==> config.mk <==
export PLATFORM = sky130hd
export DESIGN_NAME = pps_power_sequencer
export DESIGN_NICKNAME = d
export VERILOG_FILES = /design/src/common/pps_pkg.sv /design/src/verilog/pps_power_sequencer.sv
export SDC_FILE = /design/constraint.sdc
export NUM_CORES = 1
export LEC_CHECK = 0
export BUFFER_PORTS_ARGS = -buffer_cell sky130_fd_sc_hd__buf_2
export CAP_MARGIN = 20
export CORE_MARGIN = 2
export CORE_UTILIZATION = 50
export DETAILED_ROUTE_END_ITERATION = 16
export MAX_ROUTING_LAYER = met4
export PLACE_DENSITY = 0.78
export SYNTH_ARGS = -nofsm -noshare
export SYNTH_HDL_FRONTEND = slang
export SYNTH_SLANG_ARGS = --single-unit
==> constraint.sdc <==
create_clock -name mclk -period 1.6 [get_ports mclk]
set_clock_uncertainty 0.15 [all_clocks]
set_input_delay 0 -clock mclk [delete_from_list [all_inputs] [get_ports mclk]]
set_output_delay 0 -clock mclk [all_outputs]
set_load 0.01 [all_outputs]
==> src/common/pps_pkg.sv <==
// Purpose: Shared constants and types of the power sequencer
// Assumes: Three supplies, indexed buck, linear one, linear two
// Notes:   Voltage codes are opaque eight-bit settings
package pps_pkg;

  // ---------------------------------------------------------------
  // Supplies and synchroniser lanes
  // ---------------------------------------------------------------
  localparam int NUM_SUP  = 3;
  localparam int BUCK_IDX = 0;
  localparam int LIN1_IDX = 1;
  localparam int LIN2_IDX = 2;
  localparam int SYNC_EN  = 0;
  localparam int SYNC_OT  = 1;
  localparam int SYNC_UV  = 2;
  localparam int SYNC_PG  = 3;
  localparam int SYNC_W   = 6;

  // ---------------------------------------------------------------
  // Power-on and default values
  // ---------------------------------------------------------------
  localparam logic [2:0] EN_POR       = 3'h0;
  localparam logic [2:0] EN_DEF_SEQ   = 3'h7;
  localparam logic [2:0] EN_DEF_NOSEQ = 3'h1;
  localparam logic       RESTART_POR  = 1'h1;
  localparam logic       SEQ_INH_POR  = 1'h0;
  localparam logic       INT_EN_POR   = 1'h0;
  localparam logic       FLAG_POR     = 1'h0;
  localparam logic [7:0] VSEL_BUCK_DEF = 8'h1C;
  localparam logic [7:0] VSEL_LIN1_DEF = 8'h45;
  localparam logic [7:0] VSEL_LIN2_DEF = 8'hD1;

  // ---------------------------------------------------------------
  // Types
  // ---------------------------------------------------------------
  typedef enum logic [1:0] {
    PPS_OFF   = 2'b00,
    PPS_RUN   = 2'b01,
    PPS_FAULT = 2'b10
  } pps_state_type;

  typedef struct packed {
    logic       wr;
    logic       restart;
    logic       seq_inh;
    logic [2:0] en;
  } pps_enwr_type;

  typedef struct packed {
    logic wr;
    logic int_en;
    logic clr_uv;
    logic clr_ot;
  } pps_stwr_type;

  typedef struct packed {
    logic       restart;
    logic       seq_inh;
    logic [2:0] en;
  } pps_enable_type;

  typedef struct packed {
    logic       int_en;
    logic       uv_flag;
    logic       ot_flag;
    logic [2:0] pgood;
  } pps_status_type;

endpackage : pps_pkg

==> src/verilog/pps_power_sequencer.sv <==
// Purpose: Startup, shutdown, fault and sequencing control of a
//          three-output power management chip
// Assumes: Host register writes arrive already decoded as strobes
// Notes:   rst_b is the power-on reset from supply detection
//
// Function
// RULE_01: Power-on reset loads every host register with its default.
// RULE_02: Enable already high at power-on starts default startup at once.
// RULE_03: Default startup loads voltages, enables, clears inhibit, sets restart.
// RULE_04: Enable pin rising edge starts default startup; level alone does not.
// RULE_05: Enable pin falling edge turns all outputs off, clears enables, bias.
// RULE_06: Falling edge after host shutdown has no further effect.
// RULE_07: Enable bits switch supplies; disabled ones are skipped in sequence.
// RULE_08: Host never mixes enable pin edges with register control.
// RULE_09: Voltage register writes take effect at once.
// RULE_10: Fault turns outputs off, sets flag, reloads defaults, keeps restart. Code clears the enables instead of loading defaults when restart is low.
// RULE_11: Restart bit high restarts after fault clears; low keeps outputs off.
// RULE_12: Shutdown by pin or cleared enables is accepted anytime, even faulted.
// RULE_13: Fault flags clear only by power-on reset or writing one.
// RULE_14: Over-temperature keeps bias, logs flag, restarts if restart bit set.
// RULE_15: Undervoltage keeps bias, outputs off, logs flag, restarts likewise.
// RULE_16: Supply collapse falls into power-on reset, clearing flags.
// RULE_17: Power-good flag per output follows the hysteretic comparator.
// RULE_18: Interrupt enabled drives interrupt low while either fault flag set.
// RULE_19: Writing one clears flag and interrupt; persisting fault resets them.
// RULE_20: Interrupt behaviour ignores the restart bit.
// RULE_21: Interrupt enable resets to zero.
// RULE_22: Variant without sequencing starts one supply; inhibit reads zero.
// RULE_23: Chain order buck, linear one, linear two, gated by power good.
// RULE_24: Inhibit bit zero permits sequencing, one disables it.
// RULE_25: Pin and comparator inputs are synchronised before use.
`timescale 1ns/1ps

module pps_power_sequencer #(
  parameter bit         SEQ_CAPABLE = 1'b1,
  parameter logic [7:0] VSEL_BUCK   = pps_pkg::VSEL_BUCK_DEF,
  parameter logic [7:0] VSEL_LIN1   = pps_pkg::VSEL_LIN1_DEF,
  parameter logic [7:0] VSEL_LIN2   = pps_pkg::VSEL_LIN2_DEF
) (
  input  wire logic                  mclk,           // 10 MHz clock
  input  wire logic                  rst_b,          // Power-on reset
  input  wire logic                  en_pin,         // Enable pin
  input  wire logic                  overtemp_cmp,   // Die too hot
  input  wire logic                  undervolt_cmp,  // Input too low
  input  wire logic [2:0]            pgood_cmp,      // Output in range
  input  wire pps_pkg::pps_enwr_type enable_wr,      // Enable reg write
  input  wire pps_pkg::pps_stwr_type status_wr,      // Status reg write
  input  wire logic [2:0]            vsel_wr,        // Voltage reg write
  input  wire logic [7:0]            vsel_wdata,     // Voltage write data
  output pps_pkg::pps_enable_type    enable_rd,      // Enable reg value
  output pps_pkg::pps_status_type    status_rd,      // Status reg value
  output logic [2:0][7:0]            vsel_code,      // Voltage settings
  output logic [2:0]                 supply_on,      // Supply switch-on
  output logic                       bias_on,        // Internal bias
  output logic                       fault_irq_n_o,  // Interrupt level
  output logic                       fault_irq_n_oe_n // Low drives pin
);

  // ---------------------------------------------------------------
  // Declarations
  // ---------------------------------------------------------------
  localparam logic [2:0] EN_DEF =
    SEQ_CAPABLE ? pps_pkg::EN_DEF_SEQ : pps_pkg::EN_DEF_NOSEQ;

  logic [pps_pkg::SYNC_W-1:0] sync1_ff;
  logic [pps_pkg::SYNC_W-1:0] sync2_ff;
  logic                       en_prev_ff;
  logic                       fault_prev_ff;
  logic                       restart_pend_ff;
  pps_pkg::pps_state_type     state_ff;
  pps_pkg::pps_state_type     nxt_state;
  logic [2:0]                 en_ff;
  logic                       restart_ff;
  logic                       seq_inh_ff;
  logic                       int_en_ff;
  logic                       ot_flag_ff;
  logic                       uv_flag_ff;
  logic [2:0]                 pgood_ff;
  logic [2:0][7:0]            vsel_ff;
  logic [2:0]                 supply_on_ff;
  logic                       bias_on_ff;
  logic                       irq_oe_n_ff;
  logic                       irq_lvl_ff;
  logic [2:0]                 nxt_supply;
  logic [2:0]                 seq_gate;
  logic [2:0]                 pg_s;
  logic                       en_s;
  logic                       fault_s;
  logic                       en_rise;
  logic                       en_fall;
  logic                       fault_rise;
  logic                       fault_fall;
  logic                       host_all_off;
  logic                       default_start;
  logic                       seq_off;

  // Default code of one supply
  function automatic logic [7:0] vsel_default(input int idx);
    case (idx)
      pps_pkg::BUCK_IDX: vsel_default = VSEL_BUCK;
      pps_pkg::LIN1_IDX: vsel_default = VSEL_LIN1;
      default:           vsel_default = VSEL_LIN2;
    endcase
  endfunction : vsel_default

  // ---------------------------------------------------------------
  // Input synchronisers and edge detection
  // ---------------------------------------------------------------
  always_ff @(posedge mclk or negedge rst_b) begin
    if (!rst_b) begin
      sync1_ff <= '0;
      sync2_ff <= '0;
    end else begin
      sync1_ff <= {pgood_cmp, undervolt_cmp, overtemp_cmp, en_pin};
      sync2_ff <= sync1_ff; // [RULE_25]
    end
  end

  assign en_s    = sync2_ff[pps_pkg::SYNC_EN];
  assign fault_s = sync2_ff[pps_pkg::SYNC_OT] | sync2_ff[pps_pkg::SYNC_UV];
  assign pg_s    = sync2_ff[pps_pkg::SYNC_PG +: 3];

  // Previous level resets low, so a pin high at power-on reads as a rise
  always_ff @(posedge mclk or negedge rst_b) begin
    if (!rst_b) begin
      en_prev_ff    <= 1'b0; // [RULE_02]
      fault_prev_ff <= 1'b0;
    end else begin
      en_prev_ff    <= en_s;
      fault_prev_ff <= fault_s;
    end
  end

  assign en_rise      = en_s & ~en_prev_ff; // [RULE_04] [RULE_02]
  assign en_fall      = ~en_s & en_prev_ff; // [RULE_05]
  assign fault_rise   = fault_s & ~fault_prev_ff; // [RULE_10]
  assign fault_fall   = ~fault_s & fault_prev_ff;
  assign host_all_off = enable_wr.wr & (enable_wr.en == 3'h0); // [RULE_12]
  // Pin edges take priority, except a rise against an all-off write in the power state; mixing both controls is not supported
  assign default_start = en_rise | (fault_fall & restart_pend_ff); // [RULE_11]

  // ---------------------------------------------------------------
  // Restart pending across a fault
  // ---------------------------------------------------------------
  always_ff @(posedge mclk or negedge rst_b) begin
    if (!rst_b) begin
      restart_pend_ff <= 1'b0;
    end else if (en_fall || host_all_off || fault_fall) begin
      restart_pend_ff <= 1'b0; // [RULE_12]
    end else if (fault_rise) begin
      restart_pend_ff <= restart_ff; // [RULE_14] [RULE_15]
    end
  end

  // ---------------------------------------------------------------
  // Enable register
  // ---------------------------------------------------------------
  always_ff @(posedge mclk or negedge rst_b) begin
    if (!rst_b) begin
      en_ff      <= pps_pkg::EN_POR; // [RULE_01] [RULE_16]
      restart_ff <= pps_pkg::RESTART_POR;
      seq_inh_ff <= pps_pkg::SEQ_INH_POR;
    end else if (en_fall) begin
      en_ff <= 3'h0; // [RULE_05] [RULE_06]
    end else if (fault_rise) begin
      en_ff      <= restart_ff ? EN_DEF : 3'h0; // [RULE_10]
      seq_inh_ff <= 1'b0; // [RULE_10]
    end else if (default_start) begin
      en_ff      <= EN_DEF; // [RULE_03] [RULE_22]
      seq_inh_ff <= 1'b0; // [RULE_03]
      restart_ff <= 1'b1; // [RULE_03]
    end else if (enable_wr.wr) begin
      en_ff      <= enable_wr.en; // [RULE_07]
      restart_ff <= enable_wr.restart; // [RULE_11]
      seq_inh_ff <= SEQ_CAPABLE ? enable_wr.seq_inh : 1'b0; // [RULE_22]
    end
  end

  // ---------------------------------------------------------------
  // Voltage registers
  // ---------------------------------------------------------------
  for (genvar i = 0; i < pps_pkg::NUM_SUP; i++) begin : g_vsel
    always_ff @(posedge mclk or negedge rst_b) begin
      if (!rst_b) begin
        vsel_ff[i] <= vsel_default(i); // [RULE_01]
      end else if (fault_rise || default_start) begin
        vsel_ff[i] <= vsel_default(i); // [RULE_03] [RULE_10]
      end else if (vsel_wr[i]) begin
        vsel_ff[i] <= vsel_wdata; // [RULE_09]
      end
    end
  end

  // ---------------------------------------------------------------
  // Power state
  // ---------------------------------------------------------------
  always_comb begin
    if (fault_s) begin
      nxt_state = pps_pkg::PPS_FAULT; // [RULE_14] [RULE_15]
    end else if (en_fall || host_all_off) begin
      nxt_state = pps_pkg::PPS_OFF; // [RULE_12]
    end else if (default_start || (enable_wr.wr && enable_wr.en != 3'h0)) begin
      nxt_state = pps_pkg::PPS_RUN;
    end else if (state_ff == pps_pkg::PPS_FAULT) begin
      nxt_state = (en_ff != 3'h0) ? pps_pkg::PPS_RUN : pps_pkg::PPS_OFF;
    end else begin
      nxt_state = state_ff;
    end
  end

  always_ff @(posedge mclk or negedge rst_b) begin
    if (!rst_b) begin
      state_ff <= pps_pkg::PPS_OFF;
    end else begin
      state_ff <= nxt_state;
    end
  end

  // ---------------------------------------------------------------
  // Sequencing chain and supply switches
  // ---------------------------------------------------------------
  assign seq_off     = ~SEQ_CAPABLE | seq_inh_ff; // [RULE_24] [RULE_22]
  assign seq_gate[0] = 1'b1;
  for (genvar i = 1; i < pps_pkg::NUM_SUP; i++) begin : g_chain
    // Each enabled upstream supply must be good before the next starts
    assign seq_gate[i] = seq_gate[i-1] &
      (seq_off | ~en_ff[i-1] | pg_s[i-1]); // [RULE_23] [RULE_07]
  end

  always_comb begin
    if (state_ff == pps_pkg::PPS_RUN && !fault_s && !en_fall) begin
      nxt_supply = en_ff & seq_gate; // [RULE_07]
    end else begin
      nxt_supply = 3'h0; // [RULE_05] [RULE_10]
    end
  end

  always_ff @(posedge mclk or negedge rst_b) begin
    if (!rst_b) begin
      supply_on_ff <= 3'h0;
      bias_on_ff   <= 1'b0;
    end else begin
      supply_on_ff <= nxt_supply;
      bias_on_ff   <= (nxt_state != pps_pkg::PPS_OFF); // [RULE_14] [RULE_15]
    end
  end

  // ---------------------------------------------------------------
  // Status register and fault flags
  // ---------------------------------------------------------------
  always_ff @(posedge mclk or negedge rst_b) begin
    if (!rst_b) begin
      ot_flag_ff <= pps_pkg::FLAG_POR; // [RULE_16]
      uv_flag_ff <= pps_pkg::FLAG_POR;
    end else begin
      // A live condition wins over the clear
      ot_flag_ff <= sync2_ff[pps_pkg::SYNC_OT] | // [RULE_19]
        (ot_flag_ff & ~(status_wr.wr & status_wr.clr_ot)); // [RULE_13]
      uv_flag_ff <= sync2_ff[pps_pkg::SYNC_UV] | // [RULE_19]
        (uv_flag_ff & ~(status_wr.wr & status_wr.clr_uv)); // [RULE_13]
    end
  end

  always_ff @(posedge mclk or negedge rst_b) begin
    if (!rst_b) begin
      int_en_ff <= pps_pkg::INT_EN_POR; // [RULE_21]
    end else if (status_wr.wr) begin
      int_en_ff <= status_wr.int_en;
    end
  end

  always_ff @(posedge mclk or negedge rst_b) begin
    if (!rst_b) begin
      pgood_ff <= 3'h0;
    end else begin
      pgood_ff <= pg_s; // [RULE_17]
    end
  end

  // ---------------------------------------------------------------
  // Open-drain interrupt
  // ---------------------------------------------------------------
  always_ff @(posedge mclk or negedge rst_b) begin
    if (!rst_b) begin
      irq_oe_n_ff <= 1'b1;
      irq_lvl_ff  <= 1'b0;
    end else begin
      irq_lvl_ff  <= 1'b0;
      // Restart bit plays no part here [RULE_20]
      irq_oe_n_ff <= ~(int_en_ff & (ot_flag_ff | uv_flag_ff)); // [RULE_18]
    end
  end

  // ---------------------------------------------------------------
  // Outputs
  // ---------------------------------------------------------------
  assign enable_rd.en        = en_ff;
  assign enable_rd.restart   = restart_ff;
  assign enable_rd.seq_inh   = seq_inh_ff;
  assign status_rd.int_en    = int_en_ff;
  assign status_rd.uv_flag   = uv_flag_ff;
  assign status_rd.ot_flag   = ot_flag_ff;
  assign status_rd.pgood     = pgood_ff;
  assign vsel_code           = vsel_ff;
  assign supply_on           = supply_on_ff;
  assign bias_on             = bias_on_ff;
  assign fault_irq_n_o       = irq_lvl_ff;
  assign fault_irq_n_oe_n    = irq_oe_n_ff;

endmodule : pps_power_sequencer

## Word level (Yosys, flattened, before mapping)

Index checks and enable logic that the tools add are counted.

- Bits in registers: 57
- Input bits: 29
- Output and inout port bits: 41

- Eq/ne operators: 2
- Mux-type cells: 24
- Bitwise gates (word level): 33
- Reductions and logical operators: 22

Operators by type and width:

| cell | count |
|---|---|
| two-way mux 8 bit | 6 |
| two-way mux 3 bit | 6 |
| bitwise AND 1 bit | 12 |
| nonzero test 2 bit | 6 |
| NOT 1 bit | 11 |
| OR 1 bit | 9 |
| nonzero test 3 bit | 3 |
| two-way mux 1 bit | 8 |
| two-way mux 2 bit | 4 |
| logical OR 1 bit | 4 |
| nonzero test 4 bit | 1 |
| bitwise AND 3 bit | 1 |
| logical AND 1 bit | 3 |
| logical NOT 3 bit | 1 |
| AND reduction 3 bit | 1 |
| equality test 2 x 1 -> 1 bit (second input constant) | 1 |
| equality test 2 bit (second input constant) | 1 |
| logical NOT 1 bit | 2 |
| AND reduction 2 bit | 1 |

## Depth between registers and ports, before layout

- Word-level depth: 10
- Mapped depth: 5
- Mapped depth without buffers: 5

## Least setup slack after synthesis

OpenSTA, ideal clock, no wires.

- Path kind: register to register
- From: register sync2_ff[2] in the netlist's numbering
- To: register en_ff[0]
- Arrival time: 1.102 ns
- Data required time: 1.305 ns
- Slack: 0.203 ns
- Cell stages (with the launch flop): 5
- Clock period less this slack: 1.397 ns
- Cells stage by stage: dfrtp_1 > o21bai_2 > nand3_4 > o211ai_1 > o221ai_1

- Cells in the longest elaborated chain, start to end: 8

RTL lines:

| element | RTL line | source |
|---|---|---|
| start, declared | pps_power_sequencer.sv:66 | `logic [pps_pkg::SYNC_W-1:0] sync2_ff;` |
| start signal, assigned | pps_power_sequencer.sv:115 | `sync2_ff <= sync1_ff;` |
| OR 1 bit (*) | pps_power_sequencer.sv:120 | `assign fault_s = sync2_ff[pps_pkg::SYNC_OT] \| sync2_ff[pps_pkg::SYNC_UV];` |
| NOT 1 bit | pps_power_sequencer.sv:137 | `assign fault_fall = ~fault_s & fault_prev_ff;` |
| bitwise AND 1 bit | pps_power_sequencer.sv:137 |  |
| bitwise AND 1 bit | pps_power_sequencer.sv:140 | `assign default_start = en_rise \| (fault_fall & restart_pend_ff);` |
| OR 1 bit | pps_power_sequencer.sv:140 |  |
| two-way mux 3 bit | pps_power_sequencer.sv:168 | `end else if (default_start) begin` |
| two-way mux 3 bit | pps_power_sequencer.sv:165 | `end else if (fault_rise) begin` |
| two-way mux 3 bit | pps_power_sequencer.sv:163 | `end else if (en_fall) begin` |
| end signal, assigned | pps_power_sequencer.sv:160 | `en_ff <= pps_pkg::EN_POR;` |
| end signal, assigned | pps_power_sequencer.sv:166 | `en_ff <= restart_ff ? EN_DEF : 3'h0;` |
| end signal, assigned | pps_power_sequencer.sv:173 | `en_ff <= enable_wr.en;` |
| end, declared | pps_power_sequencer.sv:72 | `logic [2:0] en_ff;` |

Mark *: on every way between the ends. The rest lies on a longest branch, timed or not.
A chain may end at the register's enable or synchronous reset.

## Final worst setup path

- From: input port vsel_wr[2]
- To: register vsel_ff, in the netlist vsel_code[16]

- Cells in the longest elaborated chain, start to end: 1

RTL lines:

| element | RTL line | source |
|---|---|---|
| start, declared | pps_power_sequencer.sv:48 | `input wire logic [2:0] vsel_wr,` |
| nonzero test 2 bit (no line) | n/a |  |
| end signal, assigned by index | pps_power_sequencer.sv:185 | `vsel_ff[i] <= vsel_default(i);` |
| end signal, assigned by index | pps_power_sequencer.sv:187 | `vsel_ff[i] <= vsel_default(i);` |
| end signal, assigned by index | pps_power_sequencer.sv:189 | `vsel_ff[i] <= vsel_wdata;` |
| end, declared | pps_power_sequencer.sv:79 | `logic [2:0][7:0] vsel_ff;` |

No other way between the ends.

==> flow_metrics.py <==
metrics = {
    "pwr": {
        "p_comb_frac": 0.145,
        "leakagePower_nw": 1.585,
        "pwr-share-clk": 0.386,
        "internal_power_mw": 2.675,
        "swShare": 0.2386,
        "p_switching_mw": 0.8382,
        "power.density_nw_per_um2": 1100,
        "p_total_mw": 3.513,
        "seqPwrFrac": 0.469,
        "ir_worst_vdd_mv": 0.8475,
    },
    "timing": {
        "setup_violations": 0,
        "period_needed_ns": 1.552,
        "holdWs_ns": 0.03421,
        "hold_viol": 0,
        "rsz0062_at_grt": "false",
        "tns_ns": 0,
        "period_share": 0.9703,
        "timing.fmax_ghz": 0.6441,
        "drv_slew": 0,
    },
    "clock_network": {
        "cts_root_buf": "clkbuf_8",
        "clock_latency_ns": 0.33,
        "cts_buffer_depth": 2,
        "clkTransAtPathRegs_ns": 0.06,
        "cts_tree": "yes",
        "htreeDepth": 3,
        "clkSinkCount": 57,
        "post-cts-setup-buffer-count": 0,
        "cts_buffers": 9,
    },
    "setup_path": {
        "critical_path_class": "in -> reg",
        "cp_common_cell": "dlygate4sd3_1",
        "slowest_stage": "dlygate4sd3_1",
        "critPathCaptureType": "flop",
        "cp_max_fo": 8,
        "required_ns": 1.71,
        "arrival_ns": 1.66,
        "cp-start-kind": "primary input",
        "slowest_delay_ns": 0.58,
        "crit_chain": "dlygate4sd3_1, buf_2, mux2i_1, dlygate4sd3_1, nand2_1",
    },
    "synth": {
        "synth_seq_cells": 57,
        "synth.distinct_cells": 34,
        "synthesis.area_per_instance_um2": 12.71,
        "postSynthCellCount": 175,
        "syn_area_um2": 2225,
        "synth_fp_nets": 204,
        "ys_seq_area_frac": 0.6479,
        "synth_warnings": 0,
    },
    "floorplanning": {
        "die_area_um2": 4998,
        "rows": 24,
        "coreArea_um2": 4324,
        "ios": 70,
        "die_h_um": 70.70,
        "initial_utilization": 0.5145,
        "die_x_um": 70.70,
    },
    "final_layout": {
        "drive_gt1_frac": 0.3668,
        "final_cell_mix": "buf_2 (68), dfrtp_1 (45), dlygate4sd3_1 (36)",
        "final_nets": 313,
        "ff_latch_area_um2": 1441,
        "layout_commonest_cell": "buf_2",
        "multi_input_area_um2": 718.2,
        "area_growth_pct": 43.59,
        "n_antenna_cell": 0,
        "fin_cells": 341,
        "post-route-util": 0.7387,
        "n_fill_cell": 301,
    },
    "grt": {
        "grt.overflow.total": 0,
        "grt_util_all_layers": 0.2120,
        "grt_pass1_vias": 1793,
        "grt_max_degree": 58,
        "grt_pass1_wl_um": 7866,
        "antenna_found_initial": 0,
    },
    "detailed_routing": {
        "drc": 0,
        "wl_per_cell_um": 13.70,
        "via_count": 1695,
        "drt_first_pass_iters": 4,
        "ant_nets": 0,
        "viasPerCell": 4.971,
        "drt_iter0_drc": 76,
        "routed_wl_um": 4673,
    },
    "worst_hold_path": {
        "hold_path.class": "in -> async",
    },
    "place": {
        "dp.cells": 289,
        "portBuffers": 68,
        "dp_hpwl_um": 2952,
        "place_congestion": 0.8614,
    },
    "run": {
        "max_cap_violations": 0,
    },
    "outcome": {
        "status": "finished, final reports clean",
    },
}
-- power groups by stage --
stage / Sequential (mW) / Combinational (mW) / Clock, mW
5_1_grt: 1.66 / 0.559 / 1.46
3_3_place_gp: 1.67 / 0.417 / 0
3_5_place_dp: 1.67 / 0.430 / 0
4_1_cts: 1.64 / 0.508 / 1.40
6_report: 1.65 / 0.509 / 1.36
2_1_floorplan: 1.70 / 0.204 / 0
-- cells by family after synthesis --
| group | count (synthesis) | synth area share |
|---|---|---|
| other | 1 | 0.001686 |
| AO/OA/AOI/OAI | 15 | 0.05006 |
| AND/OR/NAND/NOR | 63 | 0.1479 |
| multiplexers | 26 | 0.1175 |
| flip-flops | 57 | 0.6479 |
| buffers and inverters | 13 | 0.03487 |
-- through the flow --
stage	setup WS, ns	cell area (um^2)
after global routing	0.01384	3194
after detailed placement	0.05877	2614
after floorplan	0.2031	2225
after CTS	0.05240	3182
final	0.04753	3194
after global placement	0.1444	2614
-- timing repair --
action | 4_1_cts | 5_1_grt
setup endpoints to repair | 0 | 1
hold endpoints to repair | 96 | 0
gates resized for setup | 0 | 2
hold buffers | 36 | 0
-- registers in the layout, indices dropped and copies added (netlist names) --
signal / count
seq_inh_ff: 1
state_ff: 2
pgood_ff: 3
restart_ff: 1
sync1_ff: 6
sync2_ff: 6
en_prev_ff: 1
fault_irq_n_oe_n: 1
int_en_ff: 1
ot_flag_ff: 1
supply_on: 3
vsel_code: 24
en_ff: 3
uv_flag_ff: 1
fault_prev_ff: 1
restart_pend_ff: 1
bias_on: 1
-- synthesized netlist by cell type --
library cell,instances,area (um^2)
o211ai_1,2,15.01
buf_2,2,10.01
nor2b_1,1,6.260
o21ai_0,2,10.01
nand4bb_4,1,27.53
clkbuf_1,2,7.510
buf_4,7,52.55
nand4_1,1,6.260
o221ai_1,3,26.28
mux2_2,1,11.26
o31ai_1,1,7.510
o22ai_1,1,6.260
nor3_1,1,5.000
and3_1,2,12.51
and4_1,1,8.760
nand3_1,4,20.02
nand2_1,24,90.09
a21oi_1,1,5.000
nand3b_4,1,20.02
buf_1,1,3.750
nand3_4,1,17.52
inv_1,1,3.750
dfstp_2,12,315.3
a31oi_1,1,6.260
and2_1,3,18.77
nor4b_1,1,8.760
nor2_1,20,75.07
conb_1,1,3.750
nand2b_1,2,12.51
dfrtp_1,45,1126
a21o_1,2,15.01
o31a_1,1,8.760
o21bai_2,1,11.26
mux2i_1,25,250.2
-- worst max-delay path, delay by kind of cell --
| kind | cells | cell delay, ns |
|---|---|---|
| buffers and inverters | 3 | 1.38 |
| muxes | 1 | 0.23 |
| and+or+nand+nor | 1 | 0.06 |
-- area by class of cell --
type,instances,share of cell area
sequential,57,0.4512
multi-input combinational,105,0.2248
timing repair buffer,110,0.2374
inverter,1,0.001175
tap,52,0.02037
clock inverter,2,0.01097
clock buffer,14,0.05405
-- layer usage --
layer	part of all wire	wire length, um	track usage
met5	0	0	-
met4	0.019	91	0.1111
met3	0.046	216	0.04843
met2	0.50	2336	0.3416
met1	0.43	2028	0.2490
-- worst paths after layout --
| kind | start | end | slack, ns | cells past startpoint |
|---|---|---|---|---|
| min reg2reg | sync1_ff[4] | sync2_ff[4] | 0.20 | 0 |
| max reg2reg | int_en_ff | int_en_ff | 0.15 | 2 |
| min | rst_b | ot_flag_ff | 0.03 | 3 |
| min in group mclk | en_pin | sync1_ff[0] | 0.16 | 2 |
| max in group asynchronous | rst_b | restart_ff | 0.96 | 3 |
| max | vsel_wr[2] | vsel_code[16] | 0.05 | 5 |
No activity file was read; power rests on OpenSTA's default activity.
